### config.mk
export PLATFORM = sky130hd
export DESIGN_NAME = pls_line_select
export DESIGN_NICKNAME = d
export VERILOG_FILES = /design/src/pls_pkg.sv /design/src/pls_line_select.sv
export VERILOG_INCLUDE_DIRS = /design/src
export SDC_FILE = /design/constraint.sdc
export NUM_CORES = 1
export LEC_CHECK = 0
export BUFFER_PORTS_ARGS = -buffer_cell sky130_fd_sc_hd__buf_2
export CORE_ASPECT_RATIO = 1.25
export CORE_MARGIN = 5
export CORE_UTILIZATION = 36
export CTS_CLUSTER_SIZE = 40
export DETAILED_ROUTE_END_ITERATION = 6
export GPL_TIMING_DRIVEN = 0
export SYNTH_ARGS = -nofsm -noshare
export SYNTH_HDL_FRONTEND = slang
export SYNTH_SLANG_ARGS = --single-unit
### constraint.sdc
create_clock -name ref_clk -period 1.29 [get_ports ref_clk]
set_input_delay 0.1935 -clock ref_clk [delete_from_list [all_inputs] [get_ports ref_clk]]
set_output_delay 0.1935 -clock ref_clk [all_outputs]
set_load 0.005 [all_outputs]
### src/pls_defines.svh
// Constants for the PCM port line selection and test loop block
`ifndef PLS_DEFINES_SVH
`define PLS_DEFINES_SVH
`define PLS_MODE_0       2'h0
`define PLS_MODE_1       2'h1
`define PLS_MODE_2       2'h2
`define PLS_NUM_LINES    4
`define PLS_CLK_PERIOD_NS 4
`define PLS_CNT_W        4
`define PLS_CNT_MAX      4'hf
`endif

### src/pls_pkg.sv
// Types for the PCM port line selection and test loop block
package pls_pkg;
  typedef logic [1:0] pls_mode_t;
  typedef struct packed {
    logic [1:0] clk_sync;
    logic [1:0] fs_sync;
    logic [3:0] rx_sync0;
    logic [3:0] rx_sync1;
    logic       clk_prev;
    logic       fs_smp;
    logic       fs_smp_prev;
    logic       frame_start;
    logic [1:0] port_rx;
    logic [3:0] tx_data;
    logic [3:0] tx_oe;
    logic [3:0] tsc_out;
    logic [1:0] mismatch;
    logic [3:0] line_rx;
  } pls_state_s;
endpackage

### src/pls_line_select.sv
// PCM highway port line selection, comparison, standby and test loop
`timescale 1ns/10ps
`include "pls_defines.svh"

// Operation
// - Each logical port transmits on its fixed physical line; mode 1 port 1 uses line 2.
// - Mode 1: port 0 takes line 0 or 1, port 1 line 2 or 3.
// - Mode 2: single port takes line 2 or 3; select bit 0 ignored.
// - Modes 1 and 2 mirror select bits 0 and 1 on control pins 1 and 3.
// - Enabled comparison flags mismatches between two receive lines.
// - Comparison works in every PCM mode.
// - Compare bit 0 checks lines 0 and 1; bit 1 checks lines 2 and 3.
// - Standby bit 0 floats all transmit lines and forces used controls to 1.
// - Standby keeps receive path and comparison operating.
// - Standby bit 1 transmits upstream data unless the tristate field floats it.
// - Test loop routes each transmit line to its receive input, ignoring pins.
// - Test loop still drives transmit pins as in normal operation.
// - Frame sync sampled on clock falling edge if sync mode 0, rising if 1.
module pls_line_select
  import pls_pkg::*;
(
  input  wire logic       ref_clk,
  input  wire logic       rst_n,
  input  wire logic       clk_en,
  input  wire logic [1:0] pcm_mode_register,
  input  wire logic       alt_select_bit0,
  input  wire logic       alt_select_bit1,
  input  wire logic       compare_enable_bit0,
  input  wire logic       compare_enable_bit1,
  input  wire logic       standby_bit,
  input  wire logic       test_loop_bit,
  input  wire logic       sync_mode_bit,
  input  wire logic       pcm_clock,
  input  wire logic       frame_sync,
  input  wire logic [3:0] rx_line,
  input  wire logic [3:0] port_tx_data,
  input  wire logic [3:0] port_tx_tristate,
  input  wire logic [3:0] port_tsc,
  output logic      [3:0] tx_line_out,
  output logic      [3:0] tx_line_oe,
  output logic      [3:0] tristate_control_pin,
  output logic      [1:0] port_rx_data,
  output logic      [3:0] rx_line_data,
  output logic      [1:0] compare_mismatch,
  output logic            frame_start
);

  pls_state_s st_r;
  pls_state_s st_nxt;

  // Logical port to physical transmit line, per mode
  function automatic logic [3:0] tx_route(input logic [1:0] mode, input logic [3:0] d);
    case (mode)
      `PLS_MODE_0: tx_route = d;
      `PLS_MODE_1: tx_route = {1'b0, d[1], 1'b0, d[0]};
      `PLS_MODE_2: tx_route = {3'h0, d[0]};
      default:     tx_route = 4'h0;
    endcase
  endfunction

  // Physical lines actually driven in each mode
  function automatic logic [3:0] used_lines(input logic [1:0] mode);
    case (mode)
      `PLS_MODE_0: used_lines = 4'hf;
      `PLS_MODE_1: used_lines = 4'h5;
      `PLS_MODE_2: used_lines = 4'h1;
      default:     used_lines = 4'h0;
    endcase
  endfunction

  logic       multi_mode;
  logic [3:0] tx_data_c;
  logic [3:0] tx_oe_c;
  logic [3:0] loop_src;
  logic       clk_rise;
  logic       clk_fall;

  always_comb begin
    st_nxt     = st_r;
    multi_mode = (pcm_mode_register == `PLS_MODE_1) || (pcm_mode_register == `PLS_MODE_2);
    clk_rise   = st_r.clk_sync[1] & ~st_r.clk_prev;
    clk_fall   = ~st_r.clk_sync[1] & st_r.clk_prev;
    tx_data_c  = tx_route(pcm_mode_register, port_tx_data);
    tx_oe_c    = tx_route(pcm_mode_register, ~port_tx_tristate)
               & used_lines(pcm_mode_register);
    // -----------------------------------------------------------------
    // Input synchronisers
    // -----------------------------------------------------------------
    st_nxt.clk_sync = {st_r.clk_sync[0], pcm_clock};
    st_nxt.fs_sync  = {st_r.fs_sync[0], frame_sync};
    st_nxt.rx_sync0 = rx_line;
    st_nxt.rx_sync1 = st_r.rx_sync0;
    st_nxt.clk_prev = st_r.clk_sync[1];
    // -----------------------------------------------------------------
    // Frame sync sampling
    // -----------------------------------------------------------------
    st_nxt.frame_start = 1'b0;
    if ((sync_mode_bit && clk_rise) || (!sync_mode_bit && clk_fall)) begin
      st_nxt.fs_smp      = st_r.fs_sync[1];
      st_nxt.fs_smp_prev = st_r.fs_smp;
      st_nxt.frame_start = st_r.fs_sync[1] & ~st_r.fs_smp;
    end
    // -----------------------------------------------------------------
    // Transmit side
    // -----------------------------------------------------------------
    st_nxt.tx_data = tx_data_c;
    st_nxt.tx_oe   = standby_bit ? tx_oe_c : 4'h0;
    case (pcm_mode_register)
      `PLS_MODE_1: st_nxt.tsc_out = {alt_select_bit1, port_tsc[1],
                                     alt_select_bit0, port_tsc[0]};
      `PLS_MODE_2: st_nxt.tsc_out = {alt_select_bit1, 1'b1,
                                     alt_select_bit0, port_tsc[0]};
      default:     st_nxt.tsc_out = port_tsc;
    endcase
    // Only genuine tristate controls go inactive; mirrored select bits keep
    // steering the external relays so the redundant line stays chosen.
    if (!standby_bit) begin
      st_nxt.tsc_out[0] = 1'b1;
      if (!multi_mode) begin
        st_nxt.tsc_out = 4'hf;
      end else if (pcm_mode_register == `PLS_MODE_1) begin
        st_nxt.tsc_out[2] = 1'b1;
      end
    end
    // -----------------------------------------------------------------
    // Receive side and test loop
    // -----------------------------------------------------------------
    // Loop takes the pin value as driven; floated lines loop back as 1
    loop_src = (st_r.tx_data & st_r.tx_oe) | ~st_r.tx_oe;
    st_nxt.line_rx = test_loop_bit ? loop_src : st_r.rx_sync1;
    case (pcm_mode_register)
      `PLS_MODE_1: st_nxt.port_rx = {alt_select_bit1 ? st_r.line_rx[2] : st_r.line_rx[3],
                                     alt_select_bit0 ? st_r.line_rx[0] : st_r.line_rx[1]};
      `PLS_MODE_2: st_nxt.port_rx = {1'b0,
                                     alt_select_bit1 ? st_r.line_rx[2] : st_r.line_rx[3]};
      default:     st_nxt.port_rx = st_r.line_rx[1:0];
    endcase
    // Comparison runs regardless of mode or standby
    st_nxt.mismatch[0] = compare_enable_bit0 & (st_r.line_rx[0] ^ st_r.line_rx[1]);
    st_nxt.mismatch[1] = compare_enable_bit1 & (st_r.line_rx[2] ^ st_r.line_rx[3]);
  end

  always_ff @(posedge ref_clk) begin
    if (!rst_n) begin
      st_r         <= '0;
      st_r.tsc_out <= 4'hf;
    end else if (clk_en) begin
      st_r <= st_nxt;
    end
  end

  assign tx_line_out          = st_r.tx_data;
  assign tx_line_oe           = st_r.tx_oe;
  assign tristate_control_pin = st_r.tsc_out;
  assign port_rx_data         = st_r.port_rx;
  assign rx_line_data         = st_r.line_rx;
  assign compare_mismatch     = st_r.mismatch;
  assign frame_start          = st_r.frame_start;

  // -------------------------------------------------------------------
  // Checks
  // -------------------------------------------------------------------
  a_standby_floats: assert property (@(posedge ref_clk) disable iff (!rst_n)
    (clk_en && !standby_bit) |=> (tx_line_oe == 4'h0))
    else $error("transmit driven in standby");
  a_unused_float: assert property (@(posedge ref_clk) disable iff (!rst_n)
    (clk_en && multi_mode) |=> (tx_line_oe[1] == 1'b0 && tx_line_oe[3] == 1'b0))
    else $error("unused transmit line driven");
  a_mode1_tx_map: assert property (@(posedge ref_clk) disable iff (!rst_n)
    (clk_en && pcm_mode_register == `PLS_MODE_1) |=> (tx_line_out[2] == $past(port_tx_data[1])))
    else $error("port 1 not on line 2");
  a_tsc_mirror: assert property (@(posedge ref_clk) disable iff (!rst_n)
    (clk_en && multi_mode) |=> (tristate_control_pin[3] == $past(alt_select_bit1)
                                && tristate_control_pin[1] == $past(alt_select_bit0)))
    else $error("select bits not mirrored");
  a_mode1_rx_sel: assert property (@(posedge ref_clk) disable iff (!rst_n)
    (clk_en && pcm_mode_register == `PLS_MODE_1 && alt_select_bit0)
      |=> (port_rx_data[0] == $past(rx_line_data[0])))
    else $error("port 0 wrong receive line");
  a_mode2_rx_sel: assert property (@(posedge ref_clk) disable iff (!rst_n)
    (clk_en && pcm_mode_register == `PLS_MODE_2 && !alt_select_bit1)
      |=> (port_rx_data[0] == $past(rx_line_data[3])))
    else $error("mode 2 wrong receive line");
  a_compare_flag: assert property (@(posedge ref_clk) disable iff (!rst_n)
    (clk_en && compare_enable_bit1 && (rx_line_data[2] != rx_line_data[3]))
      |=> compare_mismatch[1])
    else $error("mismatch not flagged");
  a_compare_off: assert property (@(posedge ref_clk) disable iff (!rst_n)
    (clk_en && !compare_enable_bit0) |=> !compare_mismatch[0])
    else $error("disabled compare flagged");
  a_loop_route: assert property (@(posedge ref_clk) disable iff (!rst_n)
    (clk_en && test_loop_bit && tx_line_oe[0])
      |=> (rx_line_data[0] == $past(tx_line_out[0])))
    else $error("loop not routed");
  a_mode1_rx_alt: assert property (@(posedge ref_clk) disable iff (!rst_n)
    (clk_en && pcm_mode_register == `PLS_MODE_1 && !alt_select_bit0)
      |=> (port_rx_data[0] == $past(rx_line_data[1])))
    else $error("port 0 wrong redundant line");
  a_mode1_port1: assert property (@(posedge ref_clk) disable iff (!rst_n)
    (clk_en && pcm_mode_register == `PLS_MODE_1 && alt_select_bit1)
      |=> (port_rx_data[1] == $past(rx_line_data[2])))
    else $error("port 1 wrong receive line");
  a_mode2_rx_alt: assert property (@(posedge ref_clk) disable iff (!rst_n)
    (clk_en && pcm_mode_register == `PLS_MODE_2 && alt_select_bit1)
      |=> (port_rx_data[0] == $past(rx_line_data[2])))
    else $error("mode 2 wrong primary line");
  a_standby_tsc: assert property (@(posedge ref_clk) disable iff (!rst_n)
    (clk_en && !standby_bit && pcm_mode_register == `PLS_MODE_0)
      |=> (tristate_control_pin == 4'hf))
    else $error("control pin active in standby");
  a_tx_follow: assert property (@(posedge ref_clk) disable iff (!rst_n)
    (clk_en && standby_bit && pcm_mode_register == `PLS_MODE_0 && !port_tx_tristate[0])
      |=> (tx_line_oe[0] && tx_line_out[0] == $past(port_tx_data[0])))
    else $error("line 0 not transmitting");
  a_loop_float: assert property (@(posedge ref_clk) disable iff (!rst_n)
    (clk_en && test_loop_bit && !tx_line_oe[0]) |=> rx_line_data[0])
    else $error("floated line not looped as 1");
  a_frame_single: assert property (@(posedge ref_clk) disable iff (!rst_n)
    (clk_en && frame_start) |=> !frame_start)
    else $error("frame start longer than one cycle");

endmodule // pls_line_select

==> flow_summary.yaml, run 1 <==
yosys:
  synthAdderAreaFrac_pct: 3.50
  synth.avg_cell_area_um2: 9.36
  synth-seq-cells: 35
  synth_simple_gate_area_share_pct: 21.3
  synth_top_family_by_area: "simple AND/OR/NAND/NOR gates"
  syn_inst: 191
  dominantRegCellSynth: "dfxtp_1"
  synthArstFlopShare_pct: 0
  synth_compound_area_share_pct: 14.3
  synth-seq-area-share_pct: 39.2
  synth_edf_count: 0
  syn_nets: 226
  synth_area_um2: 1790
  ys_types: 37
  synth_xor_xnor_area_share_pct: 0.980
  synthMuxAreaShare_pct: 8.47
  synth_top_area_share_pct: 39.2
  yosysWarnings: 0
  synth.area.top_cells: "dfxtp_1 (39%), buf_4 (9.2%), mux2i_1 (7.8%), nor2b_1 (6.3%), a21boi_1 (3.8%)"
  synth_top_cell_by_area: "dfxtp_1"
placement:
  hpwl_um: 3200
  io_buffers: 47
  place_area_um2: 2100
  place.gp.congestion: 0.801
  dp_slack_ns: -0.191
routing:
  via_count: 1448
  drt-vias-per-instance: 4.73
  drt_iter0_drc: 28
  dr.pass1.iters: 6
  routed_wl_um: 4170
  drc_errors: 0
  wl_per_cell_um: 13.6
  antenna_left: 0
job:
  max_cap_violations: 0
power_and_ir_drop:
  p_leak_nw: 1.00
  powerDensity_nw_per_um2: 1030
  vdd_drop_max_v: 0.000552
layout:
  area_growth_pct: 21.9
  n_fill_cell: 527
  final_layout_size_suffix_gt1_share_pct: 34.1
  design_area_um2: 2180
  layout_commonest_cell: "buf_2"
  mostFrequentLayoutCells: "buf_2 (53), dfxtp_1 (35), buf_4 (22)"
  final_nets: 280
  num_antenna_cells: 0
  utilization_pct: 45.7
timing:
  min_period_ns: 1.20
  worstMarginPinSlew_ns: 0.461
  period_share_pct: 92.9
  final_max_slew_viol_count: 0
  fmax_mhz: 834
  finClkSkew_ns: 0.00543
  hold_viol: 0
  slew_headroom_pct: 69.3
  setup-violations-final: 0
  setup_ws_ns: 0.0912
  rsz0062_at_grt: "no"
cts:
  ctsResizeCount: 0
  cts_buffer_depth: 2
  cts_tree: "yes"
  cts_htree_levels: 2
  clk_latency_ns: 0.29
  cts_setup_buffers: 0
  numCtsBuffers: 5
  clk_pin_slew_ns: 0.07
  hold_buffers: 0
  cts-root-buf: "clkbuf_8"
  clkSinkCount: 35
setup_path:
  crit_required_ns: 1.47
  path_max_fanout: 8
  crit_chain: "buf_2 > inv_1 > ha_1 > or3_1 > nor4b_4 > o21a_1"
  max_stage_delay_ns: 0.41
  worstPathArrival_ns: 1.38
  endpoint_kind: "register"
  cp_slowest_cell: "or3_1"
  cp-start-kind: "input port"
  ff2ff_path_depth: 3
  path_class: "input port to register"
min_path:
  holdCritPathClass: "input port to register"
  worstHoldPathCells: 3
grt:
  grt_usage_pct: 14.2
  overflow: 0
  grt_first_pass_wirelength_um: 6980
  grt_max_degree: 11
  antenna_found_initial: 0
  grt_pass1_vias: 1518
floorplanning:
  ioPinCount: 51
  die-area_um2: 6480
  die_height_um: 88.8
  die_width_um: 73.0
  core_um2: 4760
  start_util_pct: 37.5
  num_rows: 28
status:
  status: "completed"
[worst max-delay path, delay by kind of cell]
family,cells,cell delay (ns)
adder cells (fa/ha/maj),1,0.28
buffers and inverters,2,0.17
AND/OR/NAND/NOR,2,0.56
AO/OA/AOI/OAI,1,0.17
[state kept, by name, indices dropped and copies added (netlist names)]
name / flops
compare_mismatch: 2
frame_start: 1
port_rx_data: 2
rx_line_data: 4
st_nxt: 7
st_r: 7
tristate_control_pin: 4
tx_line_oe: 4
tx_line_out: 4
[cell families after synthesis]
kind of cell | Yosys count
adder cells (fa/ha/maj) | 5
XOR/XNOR | 2
multiplexers | 15
AO/OA/AOI/OAI | 37
buffers and inverters | 34
AND/OR/NAND/NOR | 63
flip-flops | 35
[synthesized netlist by cell type, drive strengths merged (4+ instances only)]
cell / n
mux2i: 14
ha: 5
nand3b: 5
o21ai: 8
nand3: 9
nor2b: 18
nand2: 15
dfxtp: 35
a21boi: 9
buf: 28
nand2b: 4
o211ai: 5
[where the power goes]
group	total (mW)	switching [mW]	internal [mW]
Sequential	1.16	0.0315	1.13
Clock	0.757	0.378	0.379
Combinational	0.339	0.159	0.181
Total	2.25	0.568	1.69
[per-layer routing]
layer  share of wire, %  vias to the layer above  wire [µm]  GRT usage (%)
li1                   -                      749          -              -
met1                 44                      659       1840           16.1
met2                 48                       35       2000           24.2
met3                6.7                        5        278           4.66
met4                1.3                        0         53           5.70
met5                  0                        -          0              0
[stage by stage]
| step | instances | TNS [ns] | hold WS (ns) | power (mW) |
|---|---|---|---|---|
| after floorplan | 191 | 0 | 0.329 | 1.40 |
| after global placement | 298 | -0.579 | 0.416 | 1.52 |
| after detailed placement | 298 | -0.634 | 0.423 | 1.53 |
| after CTS | 306 | 0 | 0.117 | 2.29 |
| after global routing | 306 | 0 | 0.147 | 2.39 |
| final | 306 | 0 | 0.124 | 2.25 |
[path summary, 6_finish.rpt]
check	startpoint	end	slack, ns
min reg2reg	st_r[22]$_SDFFE_PN0P_	st_r[22]$_SDFFE_PN0P_	0.47
max	pcm_mode_register[1]	tx_line_oe[0]$_SDFFE_PN0P_	0.09
min	port_tsc[0]	tristate_control_pin[0]$_SDFFE_PN1P_	0.12
max reg2reg	rx_line_data[1]$_SDFFE_PN0P_	port_rx_data[0]$_SDFFE_PN0P_	0.19
[cell type report]
cell class	count	area [µm²]	share of cell area [%]
multi-input combinational	122	870	39.9
sequential	35	701	32.1
timing repair buffer	47	235	10.8
buffer	31	206	9.47
clock buffer	7	76.3	3.50
tap	60	75.1	3.44
inverter	3	11.3	0.517
clock inverter	1	5.00	0.230
No activity file was read; power rests on OpenSTA's default activity.
==> inputs of run 2 (changes only) <==
clock period = 1.2 ns   (was 1.29 ns; I/O delays follow)
==> run 2 against run 1 <==
  * Combinational power increased by 7.7%
  * Clock skew decreased by 0.0022 ns
  * Die area unchanged
  * Critical path depth decreased by 4
  * Final area increased by 0.29%
  * Register-to-register slack got worse by 0.09 ns
  * Utilization increased by 0.13 points
  * Flip-flop and latch count unchanged
  * Critical path type is now register to primary output
  * Largest power group unchanged
==> flow_summary.yaml, run 2 (same netlist as run 1, synthesis figures left out) <==
floorplanning:
  num_rows: 28
  die_height_um: 88.8
  ioPinCount: 51
  core_um2: 4760
  start_util_pct: 37.5
  die_width_um: 73.0
  die-area_um2: 6480
cts:
  numCtsBuffers: 5
  clk_pin_slew_ns: 0.07
  clkSinkCount: 35
  cts_htree_levels: 2
  cts_setup_buffers: 0
  cts-root-buf: "clkbuf_8"
  cts_buffer_depth: 2
  hold_buffers: 0
  clk_latency_ns: 0.29
  cts_tree: "yes"
placement:
  place.gp.congestion: 0.724
  dp_slack_ns: -0.206
  dp.cells: 298
  place_area_um2: 2100
  io_buffers: 47
  hpwl_um: 3180
timing:
  min_period_ns: 1.10
  period_share_pct: 92.0
  tns_ns: 0
  setup_ws_ns: 0.0955
  worstMarginPinSlew_ns: 0.429
  setup-violations-final: 0
  fmax_mhz: 905
  slew_headroom_pct: 71.4
  final_max_slew_viol_count: 0
  finClkSkew_ns: 0.00326
  rsz0062_at_grt: "no"
  hold_viol: 0
power_and_ir_drop:
  p_leak_nw: 0.998
  powerDensity_nw_per_um2: 1110
  vdd_drop_max_v: 0.000782
routing:
  drt-vias-per-instance: 4.72
  drc_errors: 0
  dr.pass1.iters: 4
  antenna_left: 0
  wl_per_cell_um: 13.3
  routed_wl_um: 4060
  drt_iter0_drc: 30
  via_count: 1443
layout:
  mostFrequentLayoutCells: "buf_2 (53), dfxtp_1 (34), buf_4 (22)"
  final_layout_size_suffix_gt1_share_pct: 35.4
  design_area_um2: 2190
  area_growth_pct: 22.3
  finalNonFillerCells: 306
  n_fill_cell: 509
  num_antenna_cells: 0
  layout_commonest_cell: "buf_2"
  final_nets: 280
min_path:
  holdCritPathClass: "input port to register"
setup_path:
  path_max_fanout: 5
  crit_required_ns: 1.02
  cp-start-kind: "register"
  path_class: "register to primary output"
  endpoint_kind: "primary output"
  worstPathArrival_ns: 0.92
grt:
  grt_first_pass_wirelength_um: 6610
  grt_max_degree: 11
  grt_pass1_vias: 1409
  grt_usage_pct: 13.3
  antenna_found_initial: 0
  overflow: 0
status:
  status: "completed"
job:
  max_cap_violations: 0
==> run 2: cell type report <==
type / instances / area [µm²] / area share, %
plain buffers: 31 / 206 / 9.44
clock buffers: 7 / 76.3 / 3.49
clock inverters: 1 / 5.00 / 0.229
inverters: 3 / 11.3 / 0.515
multi-input cells: 122 / 875 / 40.0
flip-flops and latches: 35 / 702 / 32.1
well taps: 60 / 75.1 / 3.43
repair buffers: 47 / 235 / 10.8
==> run 2: critical path: stages (launching register included) <==
cell     delay, ns
dfxtp_1       0.41
buf_4         0.13
buf_2         0.10
==> run 2: power breakdown <==
part | leakage, nW | switching, mW | internal (mW) | total, mW
clock | 0.0422 | 0.417 | 0.407 | 0.824
sequential | 0.286 | 0.0335 | 1.21 | 1.24
combinational | 0.669 | 0.169 | 0.195 | 0.365
==> run 2: path summary, 6_finish.rpt <==
path | from | to | slack (ns) | depth (start not counted)
setup / recovery | rx_line_data[1]$_SDFFE_PN0P_ | rx_line_data[1] | 0.1 | 2
hold / removal | port_tsc[0] | tristate_control_pin[0]$_SDFFE_PN1P_ | 0.12 | 3
setup reg to reg | rx_line_data[1]$_SDFFE_PN0P_ | port_rx_data[0]$_SDFFE_PN0P_ | 0.1 | 3
hold reg to reg | compare_mismatch[1]$_SDFFE_PN0P_ | compare_mismatch[1]$_SDFFE_PN0P_ | 0.46 | 2
==> run 2: repair_timing <==
action / in CTS / in global routing
endpoints found under the hold margin: 0 / 0
gates resized for setup: 0 / 1
endpoints found under the setup margin: 0 / 1
==> run 2: stage by stage <==
step	utilization (%)	power [mW]	hold WS [ns]
floorplan	-	1.51	0.316
global placement	44.1	1.64	0.403
detailed placement	44.1	1.64	0.413
CTS	45.9	2.47	0.113
global route	45.9	2.56	0.118
finish	45.9	2.43	0.116
==> run 2: routing by layer <==
metal | track usage (%) | wire length [µm] | vias up
li1 | - | - | 745
met1 | 16.2 | 1830 | 653
met2 | 22.4 | 1930 | 40
met3 | 3.86 | 239 | 5
met4 | 4.53 | 57 | 0
met5 | 0 | 0 | -
==> inputs of run 3 (changes only) <==
CORE_UTILIZATION = 45   (was 36)
PLACE_DENSITY = 0.71   (was unset)
==> run 3 against run 2 <==
  * Hold slack got worse by 0.0062 ns
  * Largest cell class unchanged
  * Utilization is 11 points higher
  * Combinational power is essentially flat
  * Sequential share of layout area about the same
  * Flip-flop and latch count unchanged
==> flow_summary.yaml, run 3 (same netlist as run 1, synthesis figures left out) <==
timing:
  worstMarginPinSlew_ns: 0.439
  hold_viol: 0
  final_max_slew_viol_count: 0
  tns_ns: 0
  fin_hold_ws_ns: 0.109
  min_period_ns: 1.12
  rsz0062_at_grt: "no"
  period_share_pct: 93.4
  slew_headroom_pct: 70.7
  fmax_mhz: 892
  setup_ws_ns: 0.0787
  finClkSkew_ns: 0.00482
  setup-violations-final: 0
cts:
  hold_buffers: 0
  cts_htree_levels: 2
  clkSinkCount: 35
  ctsResizeCount: 0
  numCtsBuffers: 5
  clk_pin_slew_ns: 0.07
  cts_setup_buffers: 0
  cts_tree: "yes"
  clk_latency_ns: 0.29
  cts-root-buf: "clkbuf_8"
  cts_buffer_depth: 2
routing:
  drt-vias-per-instance: 4.88
  routed_wl_um: 3880
  via_count: 1460
  drt_iter0_drc: 51
  drc_errors: 0
  antenna_left: 0
  wl_per_cell_um: 13.0
  dr.pass1.iters: 4
placement:
  dp_slack_ns: -0.196
  dp.cells: 292
  place_area_um2: 2100
  hpwl_um: 2950
  io_buffers: 47
  place.gp.congestion: 0.856
floorplanning:
  die_width_um: 66.4
  die-area_um2: 5340
  ioPinCount: 51
  num_rows: 25
  start_util_pct: 46.9
  core_um2: 3820
  die_height_um: 80.5
grt:
  grt_usage_pct: 15.8
  grt_max_degree: 11
  antenna_found_initial: 0
  overflow: 0
  grt_pass1_vias: 1361
  grt_first_pass_wirelength_um: 6310
min_path:
  holdCritPathClass: "input port to register"
layout:
  final_nets: 280
  layout_commonest_cell: "buf_2"
  num_antenna_cells: 0
  design_area_um2: 2180
  final_layout_size_suffix_gt1_share_pct: 35.9
  mostFrequentLayoutCells: "buf_2 (53), dfxtp_1 (34), buf_4 (22)"
  area_growth_pct: 22.2
  n_fill_cell: 381
  finalNonFillerCells: 299
setup_path:
  worstPathArrival_ns: 1.30
  cp_slowest_cell: "or3b_1"
  path_max_fanout: 5
  path_class: "register to register"
  endpoint_kind: "register"
  max_stage_delay_ns: 0.38
  ff2ff_setup_slack_ns: 0.08
  cp-start-kind: "register"
  crit_required_ns: 1.38
  crit_chain: "or3b_1 > a32oi_1 > o21ai_1"
job:
  max_cap_violations: 0
status:
  status: "completed"
power_and_ir_drop:
  powerDensity_nw_per_um2: 1130
  p_leak_nw: 1.00
  vdd_drop_max_v: 0.000786
## run 3: cell types whose count changed in the layout (fill, tap and decap cells not counted), sizes merged
cell,change
clkbuf,-1
## run 3: cell type report
class                      count  area [µm²]  area share [%]
multi-input combinational    122         875            40.0
sequential                    35         702            32.1
timing repair buffer          47         235            10.8
buffer                        31         206            9.45
clock buffer                   6        82.6            3.78
tap                           54        67.6            3.09
inverter                       3        11.3           0.515
clock inverter                 1        5.00           0.229
## run 3: path summary, 6_finish.rpt
| path | start | endpoint | depth (start not counted) |
|---|---|---|---|
| max | rx_line_data[1]$_SDFFE_PN0P_ | port_rx_data[0]$_SDFFE_PN0P_ | 3 |
| min | port_tsc[0] | tristate_control_pin[0]$_SDFFE_PN1P_ | 3 |
| max reg2reg | rx_line_data[1]$_SDFFE_PN0P_ | port_rx_data[0]$_SDFFE_PN0P_ | 3 |
| min reg2reg | compare_mismatch[0]$_SDFFE_PN0P_ | compare_mismatch[0]$_SDFFE_PN0P_ | 2 |
## run 3: per-stage QoR
stage / util (%) / power, mW
CTS: 57.2 / 2.51
global route: 57.2 / 2.60
detailed placement: 54.9 / 1.64
finish: 57.2 / 2.48
global placement: 54.9 / 1.63
floorplan: - / 1.51
## run 3: where the power goes
| group | internal, mW | switching (mW) | leakage (nW) | total [mW] |
|---|---|---|---|---|
| registers | 1.21 | 0.0341 | 0.286 | 1.25 |
| logic | 0.195 | 0.168 | 0.669 | 0.363 |
| clock network | 0.450 | 0.418 | 0.0470 | 0.868 |
| total | 1.86 | 0.620 | 1.00 | 2.48 |
## run 3: routing by layer
layer	global-route usage (%)	vias up	part of all wire, %
li1	-	747	-
met4	7.93	0	2.0
met2	26.9	33	50
met3	5.45	8	5.9
met5	0	-	0
met1	17.0	672	42
## run 3: worst max-delay path: cells and delay by family (launching register included)
| kind | cells | cell delay [ns] |
|---|---|---|
| simple gates | 1 | 0.38 |
| flops | 1 | 0.35 |
| compound gates | 2 | 0.28 |
